===== src/ucd_defs.svh =====
// constants for the charger-detection link controller
`ifndef UCD_DEFS_SVH
`define UCD_DEFS_SVH

// transceiver register map, 6-bit immediate addresses
`define UCD_ADDR_FUNC_CTRL   6'h04
`define UCD_ADDR_FUNC_CLR    6'h06
`define UCD_ADDR_OTG_SET     6'h0b
`define UCD_ADDR_INT_STAT    6'h13
`define UCD_ADDR_DEBUG       6'h15
`define UCD_ADDR_IOPM_SET    6'h3a
`define UCD_ADDR_RID         6'h36

// transceiver register values
`define UCD_FUNC_CTRL_PREP   8'h49
`define UCD_FUNC_SUSPENDM    8'h40
`define UCD_OTG_ID_PULL      8'h01
`define UCD_IOPM_PULL_POS    8'h10
`define UCD_IOPM_PULL_NEG    8'h20
`define UCD_RID_GO           8'h10
`define UCD_INT_ID_GND_BIT   4
`define UCD_RID_DONE_BIT     3
`define UCD_RID_CHARGER      3'h2
`define UCD_IDLE_BYTE        8'h00

// link command and receive-command layout
`define UCD_TXCMD_WRITE      2'h2
`define UCD_TXCMD_READ       2'h3
`define UCD_RXCMD_VBUS_HI    3
`define UCD_RXCMD_VBUS_LO    2
`define UCD_VBUS_SESS_VALID  2'h2
`define UCD_LP_INT_BIT       3
`define UCD_LINE_SE0         2'h0
`define UCD_LINE_SE1         2'h3

// timing
`define UCD_CLK_NS           5
`define UCD_RID_CONV_NS      282000

// apb register offsets
`define UCD_APB_CTRL         8'h00
`define UCD_APB_STATUS       8'h04
`define UCD_APB_IRQ_STAT     8'h08
`define UCD_APB_IRQ_MASK     8'h0c

// control register bits
`define UCD_CTRL_START_ID    0
`define UCD_CTRL_START_SHORT 1
`define UCD_CTRL_SLEEP       2
`define UCD_CTRL_ABORT       3

// interrupt bits
`define UCD_IRQ_DONE         0
`define UCD_IRQ_PHY          1

`endif


===== src/ucd_pkg.sv =====
// types for the charger-detection link controller
package ucd_pkg;

    typedef enum logic [3:0] {
        S_IDLE    = 4'b0000,
        S_IDG     = 4'b0001,
        S_IDPU    = 4'b0010,
        S_RIDGO   = 4'b0011,
        S_RIDWAIT = 4'b0100,
        S_RIDPOLL = 4'b0101,
        S_SESS    = 4'b0110,
        S_FUNC    = 4'b0111,
        S_PUDP    = 4'b1000,
        S_PUDM    = 4'b1001,
        S_EVAL    = 4'b1010,
        S_SLEEP   = 4'b1011,
        S_LP      = 4'b1100,
        S_LPEXIT  = 4'b1101,
        S_LPREAD  = 4'b1110
    } ucd_seq_t;

    typedef enum logic [2:0] {
        P_IDLE  = 3'b000,
        P_CMD   = 3'b001,
        P_WDATA = 3'b010,
        P_STP   = 3'b011,
        P_TURN  = 3'b100,
        P_RDATA = 3'b101,
        P_FREE  = 3'b110
    } ucd_port_t;

    typedef enum logic [1:0] {
        RES_NONE    = 2'b00,
        RES_CHARGER = 2'b01,
        RES_HOST    = 2'b10,
        RES_UNDET   = 2'b11
    } ucd_result_t;

    typedef struct packed {
        logic       dir;
        logic       nxt;
        logic [7:0] data;
    } ucd_pin_in_t;

    typedef struct packed {
        logic [7:0] data;
        logic       data_oe_n;
        logic       stp;
    } ucd_pin_out_t;

    typedef struct packed {
        logic        psel;
        logic        penable;
        logic        pwrite;
        logic [7:0]  paddr;
        logic [31:0] pwdata;
    } ucd_apb_req_t;

    typedef struct packed {
        ucd_seq_t    seq;
        ucd_port_t   port;
        logic [9:0]  s1;
        logic [9:0]  s2;
        logic [9:0]  s3;
        logic [9:0]  filt;
        logic        dir_prev;
        logic        lp_int_prev;
        logic [7:0]  txd;
        logic        drive;
        logic        stp;
        logic        op_busy;
        logic        op_done;
        logic        op_read;
        logic [5:0]  op_addr;
        logic [7:0]  op_wdata;
        logic [7:0]  rdata;
        logic [16:0] cnt;
        ucd_result_t result;
        logic        res_valid;
        logic [2:0]  rid_code;
        logic        lowpower;
        logic        sess;
        logic [1:0]  line;
        logic [7:0]  int_src;
        logic [1:0]  irq_stat;
        logic [1:0]  irq_mask;
        logic [31:0] prdata;
        logic        pslverr;
    } ucd_state_t;

endpackage


===== src/ucd_charger_detect.sv =====
// link-side charger-detection sequencer driving the transceiver pins
//
// The APB register port is this design's own decision.
`timescale 1ns/1ps
`include "ucd_defs.svh"

module ucd_charger_detect
    import ucd_pkg::*;
#(
    parameter int RID_WAIT_CYC = `UCD_RID_CONV_NS / `UCD_CLK_NS,
    parameter logic [5:0] RID_ADDR = `UCD_ADDR_RID
) (
    input  wire logic         clk,
    input  wire logic         resetn,
    input  wire logic         ce,
    input  wire ucd_apb_req_t apb_req,
    output logic [31:0]       prdata,
    output logic              pready,
    output logic              pslverr,
    input  wire ucd_pin_in_t  pin_in,
    output ucd_pin_out_t      pin_out,
    output logic              irq,
    output ucd_result_t       result,
    output logic              result_valid
);

    ucd_state_t r_reg;
    ucd_state_t r_next;

    // queue one transceiver register access for the port engine
    function automatic ucd_state_t issue(input ucd_state_t s,
                                         input logic [5:0] addr,
                                         input logic [7:0] data,
                                         input logic rd);
        ucd_state_t t;
        t = s;
        t.op_busy  = 1'b1;
        t.op_addr  = addr;
        t.op_wdata = data;
        t.op_read  = rd;
        return t;
    endfunction

    // an access may start once the previous one is fully retired
    function automatic logic op_free(input ucd_state_t s);
        return !s.op_busy && !s.op_done;
    endfunction

    // finish a procedure with a single reported outcome
    function automatic ucd_state_t finish(input ucd_state_t s,
                                          input ucd_result_t res);
        ucd_state_t t;
        t = s;
        t.result    = res;
        t.res_valid = 1'b1;
        t.seq       = S_IDLE;
        t.irq_stat[`UCD_IRQ_DONE] = 1'b1;
        return t;
    endfunction

    logic        dir;
    logic        nxt;
    logic [7:0]  din;
    logic        apb_setup;
    logic        apb_wr;
    logic [31:0] status_word;
    logic [1:0]  w1c;
    logic [1:0]  irq_set;

    assign dir = r_reg.filt[9];
    assign nxt = r_reg.filt[8];
    assign din = r_reg.filt[7:0];

    assign apb_setup = apb_req.psel && !apb_req.penable;
    assign apb_wr    = apb_req.psel && apb_req.penable && apb_req.pwrite;

    assign status_word = {8'h00, r_reg.int_src, 3'h0, r_reg.sess,
                          r_reg.line, r_reg.lowpower,
                          r_reg.seq != S_IDLE, 3'h0, r_reg.rid_code,
                          r_reg.result};

    always_comb begin
        r_next = r_reg;
        r_next.op_done   = 1'b0;
        r_next.res_valid = 1'b0;
        irq_set = 2'h0;
        w1c     = 2'h0;

        // pins: three stages, accept a bit once stages two and three agree
        r_next.s1 = {pin_in.dir, pin_in.nxt, pin_in.data};
        r_next.s2 = r_reg.s1;
        r_next.s3 = r_reg.s2;
        r_next.filt = (r_reg.filt & (r_reg.s2 ^ r_reg.s3))
                    | (r_reg.s3 & ~(r_reg.s2 ^ r_reg.s3));
        r_next.dir_prev = dir;

        if (!r_reg.lowpower && dir && r_reg.dir_prev && !nxt
            && r_reg.port == P_IDLE) begin
            r_next.sess = din[`UCD_RXCMD_VBUS_HI:`UCD_RXCMD_VBUS_LO]
                          >= `UCD_VBUS_SESS_VALID;
            r_next.line = din[1:0];
        end

        // ---------------- port engine ----------------
        r_next.drive = !dir;
        case (r_reg.port)
            P_IDLE: begin
                r_next.txd = `UCD_IDLE_BYTE;
                if (r_reg.op_busy && !dir && !r_reg.lowpower) begin
                    r_next.txd = {r_reg.op_read ? `UCD_TXCMD_READ
                                                : `UCD_TXCMD_WRITE,
                                  r_reg.op_addr};
                    r_next.port = P_CMD;
                end
            end
            P_CMD: begin
                if (dir) begin
                    // transceiver took the bus; retry afterwards
                    r_next.txd  = `UCD_IDLE_BYTE;
                    r_next.port = P_IDLE;
                end else if (nxt) begin
                    if (r_reg.op_read) begin
                        r_next.drive = 1'b0;
                        r_next.port  = P_TURN;
                    end else begin
                        r_next.txd  = r_reg.op_wdata;
                        r_next.port = P_WDATA;
                    end
                end
            end
            P_WDATA: begin
                if (nxt) begin
                    r_next.stp  = 1'b1;
                    r_next.txd  = `UCD_IDLE_BYTE;
                    r_next.port = P_STP;
                end
            end
            P_STP: begin
                r_next.stp = 1'b0;
                // nxt lags the pins; a stale one would fake the next accept
                if (!nxt) begin
                    r_next.op_busy = 1'b0;
                    r_next.op_done = 1'b1;
                    r_next.port    = P_IDLE;
                end
            end
            P_TURN: begin
                r_next.drive = 1'b0;
                r_next.txd   = `UCD_IDLE_BYTE;
                if (dir) begin
                    r_next.port = P_RDATA;
                end
            end
            P_RDATA: begin
                r_next.drive = 1'b0;
                r_next.rdata = din;
                r_next.port  = P_FREE;
            end
            P_FREE: begin
                if (!dir) begin
                    r_next.op_busy = 1'b0;
                    r_next.op_done = 1'b1;
                    r_next.port    = P_IDLE;
                end
            end
            default: begin
                r_next.port = P_IDLE;
            end
        endcase

        // ---------------- sequencer ----------------
        case (r_reg.seq)
            S_IDLE: begin
                r_next.cnt = 17'h0;
            end
            S_IDG: begin
                if (op_free(r_reg)) begin
                    r_next = issue(r_next, `UCD_ADDR_INT_STAT, 8'h00, 1'b1);
                end else if (r_reg.op_done
                             && r_reg.rdata[`UCD_INT_ID_GND_BIT]) begin
                    r_next.seq = S_IDPU;
                end
            end
            S_IDPU: begin
                if (op_free(r_reg)) begin
                    r_next = issue(r_next, `UCD_ADDR_OTG_SET,
                                   `UCD_OTG_ID_PULL, 1'b0);
                end else if (r_reg.op_done) begin
                    r_next.seq = S_RIDGO;
                end
            end
            S_RIDGO: begin
                if (op_free(r_reg)) begin
                    r_next = issue(r_next, RID_ADDR, `UCD_RID_GO, 1'b0);
                end else if (r_reg.op_done) begin
                    r_next.cnt = 17'h0;
                    r_next.seq = S_RIDWAIT;
                end
            end
            // no poll before the conversion time
            S_RIDWAIT: begin
                r_next.cnt = r_reg.cnt + 17'h1;
                if (r_reg.cnt >= 17'(RID_WAIT_CYC - 1)) begin
                    r_next.seq = S_RIDPOLL;
                end
            end
            // finished flag and code come in one read; only the go write clears the flag
            S_RIDPOLL: begin
                if (op_free(r_reg)) begin
                    r_next = issue(r_next, RID_ADDR, 8'h00, 1'b1);
                end else if (r_reg.op_done
                             && r_reg.rdata[`UCD_RID_DONE_BIT]) begin
                    r_next.rid_code = r_reg.rdata[2:0];
                    r_next = finish(r_next,
                                    r_reg.rdata[2:0] == `UCD_RID_CHARGER
                                    ? RES_CHARGER : RES_UNDET);
                end
            end
            S_SESS: begin
                if (r_reg.sess) begin
                    r_next.seq = S_FUNC;
                end
            end
            S_FUNC: begin
                if (op_free(r_reg)) begin
                    r_next = issue(r_next, `UCD_ADDR_FUNC_CTRL,
                                   `UCD_FUNC_CTRL_PREP, 1'b0);
                end else if (r_reg.op_done) begin
                    r_next.seq = S_PUDP;
                end
            end
            S_PUDP: begin
                if (op_free(r_reg)) begin
                    r_next = issue(r_next, `UCD_ADDR_IOPM_SET,
                                   `UCD_IOPM_PULL_POS, 1'b0);
                end else if (r_reg.op_done) begin
                    r_next.seq = S_PUDM;
                end
            end
            // negative pull set on its own
            S_PUDM: begin
                if (op_free(r_reg)) begin
                    r_next = issue(r_next, `UCD_ADDR_IOPM_SET,
                                   `UCD_IOPM_PULL_NEG, 1'b0);
                end else if (r_reg.op_done) begin
                    r_next.seq = S_EVAL;
                end
            end
            S_EVAL: begin
                if (op_free(r_reg)) begin
                    r_next = issue(r_next, `UCD_ADDR_DEBUG, 8'h00, 1'b1);
                end else if (r_reg.op_done) begin
                    r_next.line = r_reg.rdata[1:0];
                    if (r_reg.rdata[1:0] == `UCD_LINE_SE1) begin
                        r_next = finish(r_next, RES_CHARGER);
                    end else if (r_reg.rdata[1:0] == `UCD_LINE_SE0) begin
                        r_next = finish(r_next, RES_HOST);
                    end else begin
                        r_next = finish(r_next, RES_UNDET);
                    end
                end
            end
            S_SLEEP: begin
                if (op_free(r_reg)) begin
                    r_next = issue(r_next, `UCD_ADDR_FUNC_CLR,
                                   `UCD_FUNC_SUSPENDM, 1'b0);
                end else if (r_reg.op_done) begin
                    r_next.lowpower    = 1'b1;
                    r_next.lp_int_prev = 1'b1;
                    r_next.seq         = S_LP;
                end
            end
            S_LP: begin
                if (dir) begin
                    // line state on data 0 and 1
                    r_next.line = din[1:0];
                    r_next.lp_int_prev = din[`UCD_LP_INT_BIT];
                    if (din[`UCD_LP_INT_BIT] && !r_reg.lp_int_prev) begin
                        r_next.stp = 1'b1;
                        r_next.seq = S_LPEXIT;
                    end
                end
            end
            // stop held until the transceiver releases the bus
            S_LPEXIT: begin
                r_next.stp = 1'b1;
                if (!dir) begin
                    r_next.stp      = 1'b0;
                    r_next.lowpower = 1'b0;
                    r_next.seq      = S_LPREAD;
                end
            end
            S_LPREAD: begin
                if (op_free(r_reg)) begin
                    r_next = issue(r_next, `UCD_ADDR_INT_STAT, 8'h00, 1'b1);
                end else if (r_reg.op_done) begin
                    r_next.int_src = r_reg.rdata;
                    irq_set[`UCD_IRQ_PHY] = 1'b1;
                    r_next.seq = S_IDLE;
                end
            end
            default: begin
                r_next.seq = S_IDLE;
            end
        endcase

        // ---------------- apb slave ----------------
        if (apb_setup) begin
            r_next.pslverr = 1'b0;
            case (apb_req.paddr)
                `UCD_APB_CTRL:     r_next.prdata = 32'h0;
                `UCD_APB_STATUS:   r_next.prdata = status_word;
                `UCD_APB_IRQ_STAT: r_next.prdata = {30'h0, r_reg.irq_stat};
                `UCD_APB_IRQ_MASK: r_next.prdata = {30'h0, r_reg.irq_mask};
                default: begin
                    r_next.prdata  = 32'h0;
                    r_next.pslverr = 1'b1;
                end
            endcase
        end
        if (apb_wr) begin
            case (apb_req.paddr)
                `UCD_APB_CTRL: begin
                    if (apb_req.pwdata[`UCD_CTRL_ABORT]
                        && r_reg.seq != S_LP && r_reg.seq != S_LPEXIT) begin
                        // in-flight access still retires on the pins
                        r_next.seq = S_IDLE;
                    end else if (r_reg.seq == S_IDLE) begin
                        if (apb_req.pwdata[`UCD_CTRL_START_ID]) begin
                            r_next.seq = S_IDG;
                        end else if (apb_req.pwdata[`UCD_CTRL_START_SHORT])
                        begin
                            r_next.seq = S_SESS;
                        end else if (apb_req.pwdata[`UCD_CTRL_SLEEP]) begin
                            r_next.seq = S_SLEEP;
                        end
                    end
                end
                `UCD_APB_IRQ_STAT: w1c = apb_req.pwdata[1:0];
                `UCD_APB_IRQ_MASK: r_next.irq_mask = apb_req.pwdata[1:0];
                default: begin
                end
            endcase
        end
        // a new event outranks a clear in the same cycle
        r_next.irq_stat = (r_next.irq_stat & ~w1c) | irq_set;
        if (r_next.res_valid) begin
            r_next.irq_stat[`UCD_IRQ_DONE] = 1'b1;
        end
    end

    always_ff @(posedge clk or negedge resetn) begin
        if (!resetn) begin
            r_reg <= '0;
        end else if (ce) begin
            r_reg <= r_next;
        end
    end

    assign pready            = 1'b1;
    assign prdata            = r_reg.prdata;
    assign pslverr           = r_reg.pslverr;
    assign pin_out.data      = r_reg.txd;
    assign pin_out.data_oe_n = !r_reg.drive;
    assign pin_out.stp       = r_reg.stp;
    assign irq               = |(r_reg.irq_stat & r_reg.irq_mask);
    assign result            = r_reg.result;
    assign result_valid      = r_reg.res_valid;

endmodule


===== config.mk =====
export PLATFORM = sky130hd
export DESIGN_NAME = ucd_charger_detect
export DESIGN_NICKNAME = d
export VERILOG_FILES = /design/src/ucd_pkg.sv /design/src/ucd_charger_detect.sv
export VERILOG_INCLUDE_DIRS = /design/src
export SDC_FILE = /design/constraint.sdc
export NUM_CORES = 1
export LEC_CHECK = 0
export ABC_AREA = 1
export BUFFER_PORTS_ARGS = -buffer_cell sky130_fd_sc_hd__clkbuf_2
export CELL_PAD_IN_SITES_DETAIL_PLACEMENT = 2
export CELL_PAD_IN_SITES_GLOBAL_PLACEMENT = 2
export CORE_AREA = 2 2 157 159
export DETAILED_ROUTE_END_ITERATION = 7
export DIE_AREA = 0 0 159 161
export PLACE_DENSITY_LB_ADDON = 0.1
export SLEW_MARGIN = 20
export SYNTH_ARGS = -nofsm -noshare
export SYNTH_HDL_FRONTEND = slang
export SYNTH_SLANG_ARGS = --single-unit

===== constraint.sdc =====
create_clock -name clk -period 1.7 [get_ports clk]
set_clock_uncertainty 0.15 [all_clocks]
set_input_delay 0.255 -clock clk [delete_from_list [all_inputs] [get_ports clk]]
set_output_delay 0.255 -clock clk [all_outputs]
set_load 0.01 [all_outputs]

==> reports/metrics.csv, run 1 <==
stage;metric;value;unit
clocking;Max Root-Sink Buffers;2;
sta;RSZ-0062 raised after global routing;yes;
die;Die W;159;µm
power_and_ir_drop;switching share of power;36.4;%
sta;final setup fails;46;
status;status;finished, violations left;
synthesis;#FFs+latches synth;139;
setup_path;Crit path largest cell delay;0.50;ns
detailed_routing;drt pass-1 iters;6;
grt;largest net degree at the start of global routing;39;
grt;first-pass GRT wire length;40.6;mm
grt;Tot GR Track Use;19.7;%
synthesis;top cell type's share of synthesized area;49.0;%
synthesis;leading area contributor after synthesis;dfrtp_1;
die;Rows;57;
synthesis;Distinct cells, synth;46;
cells_and_area;Non-Filler Instances;1425;
setup_path;delay-heaviest family, CP;simple AND/OR/NAND/NOR gates;
clocking;clk root buf;clkbuf_16;
detailed_routing;1st-iter DRT viols;250;
sta;setup_tns;-3.93;ns
sta;Final period util;109;%
die;num ports;104;
place;DP HPWL;17.1;mm
sta;setup slack after layout;-0.158;ns
clocking;cts bufs inserted;17;
setup_path;Required @ worst endpoint;1.88;ns
sta;Fin Hold WS;0.0392;ns
power_and_ir_drop;Pwr Density;1270;nW/µm²
synthesis;Area contributors post-synth;dfrtp_1 (49%), nand2_1 (13%), nor2_1 (5.6%);
run;MaxCap Viol Count;0;
synthesis;Yosys warnings;0;
power_and_ir_drop;Pleak;4.91;nW
cells_and_area;ANT cells;0;
power_and_ir_drop;P_sw;4.67;mW
cells_and_area;synthesis-to-layout area growth;41.6;%
detailed_routing;Routed WL;24.8;mm
setup_path;most used cell, CP;nor2_4;
synthesis;count leader, synth;nand2_1;
synthesis;Post-Syn Instances;904;
cells_and_area;Nets;1145;
synthesis;Post-Synthesis Cell Area;7100;µm²
synthesis;Mapped Avg Cell Area;7.86;µm²
die;die height;161;µm
setup_path;CP Launch Type;flip-flop;
grt;vias in the first global route;7717;
grt;initial antenna violation count;0;
detailed_routing;per-cell routed wire length;17.4;µm
power_and_ir_drop;combinational share of power;34.5;%
clocking;CTS tree;built;
min_path;min-delay worst type;in -> reg;
status;violated checks;negative setup slack;
grt;GRT overflow;0;
detailed_routing;DR vias/cell;4.76;
synthesis;register area share after synthesis;49.0;%
sta;Hold Vio Cnt, Final;0;
power_and_ir_drop;Reg power frac;34.6;%
cells_and_area;max reg flops;98;
detailed_routing;vias;6785;
synthesis;Post-synth top cells;nand2_1 (237), dfrtp_1 (139), nor2_1 (106), inv_1 (94), o21ai_0 (69);
setup_path;crit path capture type;flip-flop;
clocking;Clock Latency Late Sink;0.43;ns
setup_path;crit path cell chain;nor2_4, inv_4, o21ai_4, nand3_4, nor2_4, buf_6, a21oi_2, o21a_1;
clocking;CTS Sinks;139;
place;routability cong.;0.871;
synthesis;Post-synth EDFFs;0;
place;port buffer count;60;
cells_and_area;proportion of layout cells with a drive suffix above 1;36.5;%
sta;maximum clock rate;538;MHz
synthesis;post-synthesis async set-or-reset flop share;100;%
detailed_routing;antenna-violating nets left;0;
die;Placeable Area;24000;µm²
clocking;CTS H-tree depth;4;
power_and_ir_drop;Pint;8.15;mW
setup_path;worst path buffer plus inverter count;2;
power_and_ir_drop;clock power share;31.0;%
detailed_routing;DR DRC count;0;
sta;min Tclk post-route;1.86;ns
setup_path;CP arrival;2.03;ns
sta;Final Max Slew Viols;0;
setup_path;highest net fanout along the worst path;6;
die;die footprint;25600;µm²
place;# placed instances;1348;
die;starting density of the core;29.6;%
synthesis;Post-synth top flop;dfrtp_1;
power_and_ir_drop;Peak VDD IR;0.704;mV
setup_path;CP max-delay cell;dfrtp_2;
clocking;CTS clk-pin slew, worst paths;0.07;ns
setup_path;critical path type;reg -> reg;
==> tightest hold or removal path: stages <==
cell	delay (ns)
clkbuf_2	0.13
nand3_1	0.10
nand2_1	0.05
nand2_1	0.05
==> cells by family after synthesis <==
kind of cell | share of synthesized area (%)
flops | 49.0
mux | 0.793
fa+ha+maj | 0.176
buf+inv | 11.3
other cells | 0.106
simple gates | 26.7
compound gates | 11.6
xor+xnor | 0.370
==> final cells by class <==
class,count,area [µm²]
clock inverter,13,181
timing repair buffer,218,1630
clock buffer,19,433
fill,2704,13900
tap,324,405
multi-input combinational,613,3520
sequential,139,3490
inverter,99,400
==> layer usage <==
metal	wire [µm]	GRT usage, %	vias to the layer above
li1	-	-	3222
met1	11000	24.4	3447
met2	12800	35.2	92
met3	680	3.54	24
met4	318	5.37	0
met5	0	0	-
==> power by group through the flow <==
stage | sequential (mW) | combinational, mW | clock [mW]
floorplan | 4.26 | 1.85 | 0
global placement | 4.35 | 3.09 | 0
detailed placement | 4.39 | 3.23 | 0
CTS | 4.39 | 4.04 | 4.09
global route | 4.52 | 4.87 | 4.21
finish | 4.43 | 4.42 | 3.97
==> worst paths after layout <==
kind | endpoint | from | cells after the start | slack (ns)
min in group asynchronous | prdata[3] | resetn | 2 | 0.14
hold / removal | r_reg[36] | apb_req[1] | 4 | 0.04
setup reg to reg | r_reg[64] | r_reg[152] | 8 | -0.16
hold reg to reg | r_reg[139] | r_reg[139] | 2 | 0.33
setup / recovery | r_reg[64] | r_reg[152] | 8 | -0.16
max in group asynchronous | r_reg[92] | resetn | 3 | 0.71
==> metrics by stage <==
| stage | setup WS [ns] | area (µm²) | utilization [%] | power (mW) |
|---|---|---|---|---|
| 3_5_place_dp | -0.307 | 8360 | 34.9 | 7.63 |
| 2_1_floorplan | 0.0149 | 7160 | - | 6.11 |
| 6_report | -0.158 | 10100 | 42.0 | 12.8 |
| 3_3_place_gp | -0.307 | 8360 | 34.9 | 7.43 |
| 4_1_cts | -0.181 | 9640 | 40.2 | 12.5 |
| 5_1_grt | -0.271 | 10100 | 42.0 | 13.6 |
==> cells in the final DEF, fill, tap and decap left out, drive strengths merged, types with 4 or more instances in the layout <==
cell type and instances:
dfrtp 139, clkinv 5, nand4 5, nor2 113, dlygate4sd3 12, o211ai 4
conb 15, nand2 240, o21ai 81, mux2 5, a21oi 33, nand3 40
o31ai 13, inv 102, clkbuf 78, buf 147, a31oi 4, nor3 35
==> what timing repair did <==
| item | 4_1_cts | 5_1_grt |
|---|---|---|
| pin swaps | 17 | 31 |
| hold endpoints to repair | 150 | 0 |
| cloned | 2 | 0 |
| gates resized for setup | 118 | 99 |
| setup buffers | 22 | 11 |
| setup endpoints to repair | 68 | 72 |
| hold buffers | 12 | 0 |
Note: power is estimated with default switching activity, not from simulation.
==> run 2, diff against run 1 <==
- ABC_AREA: 1 -> unset
- CORE_AREA: 2 2 157 159 -> 2 2 149 151
- CTS_CLUSTER_DIAMETER: unset -> 200
- DIE_AREA: 0 0 159 161 -> 0 0 151 153
==> reports/metrics.csv, run 2 <==
stage;metric;value;unit
setup_path;crit path capture type;flip-flop;
detailed_routing;per-cell routed wire length;20.0;µm
die;Rows;54;
grt;largest net degree at the start of global routing;54;
detailed_routing;antenna-violating nets left;0;
detailed_routing;DR DRC count;0;
place;# placed instances;1076;
setup_path;Required @ worst endpoint;1.90;ns
grt;initial antenna violation count;0;
synthesis;Distinct cells, synth;67;
sta;Final Max Slew Viols;0;
sta;measured slew at the worst slew-check pin;0.599;ns
min_path;min-delay worst type;in -> async;
synthesis;Post-synth top cells;dfrtp_1 (139), nand2_1 (61), mux2_2 (57), buf_4 (45), o21ai_0 (42);
cells_and_area;synthesis-to-layout area growth;41.3;%
die;Placeable Area;21500;µm²
cells_and_area;ANT cells;0;
clocking;Clock Latency Late Sink;0.42;ns
detailed_routing;WL met2;12.0;mm
die;starting density of the core;32.6;%
clocking;CTS H-tree depth;4;
grt;Tot GR Track Use;19.5;%
place;Post-Place Worst Slack;-0.418;ns
setup_path;FF-to-FF setup slack;-0.35;ns
detailed_routing;Routed WL;22.9;mm
cells_and_area;multi-input combinational cell area;3620;µm²
cells_and_area;final core occ;46.1;%
clocking;CTS clk-pin slew, worst paths;0.07;ns
power_and_ir_drop;Peak VDD IR;0.697;mV
synthesis;count leader, synth;dfrtp_1;
grt;GRT overflow;0;
synthesis;register area share after synthesis;49.6;%
synthesis;Post-Syn Instances;687;
die;num ports;104;
setup_path;critical path type;reg -> reg;
detailed_routing;met3 wire length;495;µm
detailed_routing;1st-iter DRT viols;221;
clocking;Max Root-Sink Buffers;2;
detailed_routing;DR vias/cell;5.18;
synthesis;Area contributors post-synth;dfrtp_1 (50%), mux2_2 (9.2%), buf_4 (4.8%);
clocking;cts bufs inserted;17;
clocking;clk root buf;clkbuf_16;
cells_and_area;fillcell total;2224;
synthesis;Post-synth top flop;dfrtp_1;
synthesis;#FFs+latches synth;139;
cells_and_area;Nets;907;
clocking;CTS tree;built;
sta;maximum clock rate;487;MHz
grt;vias in the first global route;6506;
setup_path;highest net fanout along the worst path;2;
grt;first-pass GRT wire length;35.3;mm
place;DP HPWL;15.2;mm
setup_path;CP Launch Type;flip-flop;
die;die height;153;µm
cells_and_area;max reg flops;98;
detailed_routing;top sig layer;met4;
sta;setup slack after layout;-0.352;ns
sta;min Tclk post-route;2.05;ns
synthesis;Mapped Avg Cell Area;10.2;µm²
place;routability cong.;0.790;
die;Die W;151;µm
power_and_ir_drop;Pwr Density;1360;nW/µm²
cells_and_area;Non-Filler Instances;1143;
cells_and_area;Sequential Area;3490;µm²
cells_and_area;most frequent cells in the layout;dfrtp_1 (133), buf_4 (106), clkbuf_2 (58), nand2_1 (55), mux2_2 (45);
detailed_routing;vias;5922;
sta;RSZ-0062 raised after global routing;yes;
status;status;finished, violations left;
sta;Hold Vio Cnt, Final;0;
sta;final setup fails;60;
clocking;CTS Sinks;139;
sta;slew margin rel.;60.1;%
status;violated checks;negative setup slack;
synthesis;top cell type's share of synthesized area;49.6;%
sta;Final period util;121;%
detailed_routing;drt pass-1 iters;4;
die;die footprint;23100;µm²
power_and_ir_drop;Pleak;4.49;nW
synthesis;Post-Synthesis Cell Area;7010;µm²
run;MaxCap Viol Count;0;
synthesis;post-synthesis async set-or-reset flop share;100;%
synthesis;Post-synth EDFFs;0;
detailed_routing;M1 WL;10.0;mm
cells_and_area;commonest non-fill, non-tap cell in the layout;dfrtp_1;
synthesis;leading area contributor after synthesis;dfrtp_1;
synthesis;Yosys warnings;0;
place;port buffer count;60;
setup_path;CP arrival;2.25;ns
cells_and_area;proportion of layout cells with a drive suffix above 1;45.7;%
-- run 2: cell count changes after synthesis, sizes merged, moves of 15 or more --
cell,previous run,this run
nor2b,0,15
nand3,39,17
inv,98,10
clkbuf,13,35
nand2b,0,16
o21ai,81,42
nor3,35,15
nor2,113,41
nand2,240,61
a22o,1,21
mux2,5,57
-- run 2: path summary, 6_finish.rpt --
check,cells after the start,startpoint,to
min in group clk,5,apb_req[40],r_reg[35]
max in group asynchronous,3,resetn,dir
min,2,resetn,pin_out[9]
max,5,r_reg[154],r_reg[71]
max reg2reg,5,r_reg[154],r_reg[71]
min reg2reg,1,pin_out[9],pin_out[9]
-- run 2: final cells by class --
cell class	instances	share of cell area [%]
Clock buffer	18	4.44
Tap cell	280	3.54
Clock inverter	14	2.00
Timing Repair Buffer	218	17.9
Inverter	10	0.417
Multi-Input combinational cell	464	36.6
Sequential cell	139	35.2
-- run 2: timing repair --
| action | in CTS | in global routing |
|---|---|---|
| gates cloned | 0 | 1 |
| hold buffers | 11 | 0 |
| setup buffers | 7 | 16 |
| pin swaps | 18 | 31 |
| resized for setup | 55 | 121 |
| hold endpoints to repair | 149 | 0 |
| endpoints found under the setup margin | 75 | 76 |
-- run 2: kinds of logic after synthesis --
logic type | after synthesis | share of synthesized area [%]
mux | 59 | 9.44
fa+ha+maj | 1 | 0.178
xor+xnor | 8 | 1.00
simple gates | 208 | 15.1
compound gates | 173 | 16.8
other cells | 2 | 0.107
buf+inv | 97 | 7.77
flops | 139 | 49.6
-- run 2: through the flow --
stage                     TNS (ns)  hold WS (ns)  instance area (µm²)  total power [mW]
after detailed placement    -24.55       -0.0965                 8240              8.14
after CTS                   -11.04        0.0118                 9260              12.7
after global placement      -20.29       -0.0961                 8240              7.95
after floorplan              -4.53        -0.191                 7150              6.55
after global routing        -14.95        0.0422                 9900              14.2
final                        -9.92        0.0364                 9900              13.4
-- run 2: worst max-delay path, stage by stage, from the launching register on --
cell      delay (ns)
dfrtp_1         0.39
and4b_2         0.33
o211ai_4        0.10
or4_4           0.50
or4_4           0.43
nand2_2         0.07
-- run 2: power by group --
| group | switching [mW] | internal [mW] | total (mW) | leakage (nW) |
|---|---|---|---|---|
| clock | 1.63 | 2.42 | 4.05 | 0.312 |
| combinational | 2.57 | 2.37 | 4.94 | 2.37 |
| sequential | 0.551 | 3.89 | 4.44 | 1.81 |
| total | 4.75 | 8.67 | 13.4 | 4.49 |
-- run 2: metal layers --
layer	global-route usage [%]	vias to the layer above
met5	0	-
met4	5.03	0
met3	3.25	16
met2	33.8	89
met1	25.3	3067
li1	-	2750
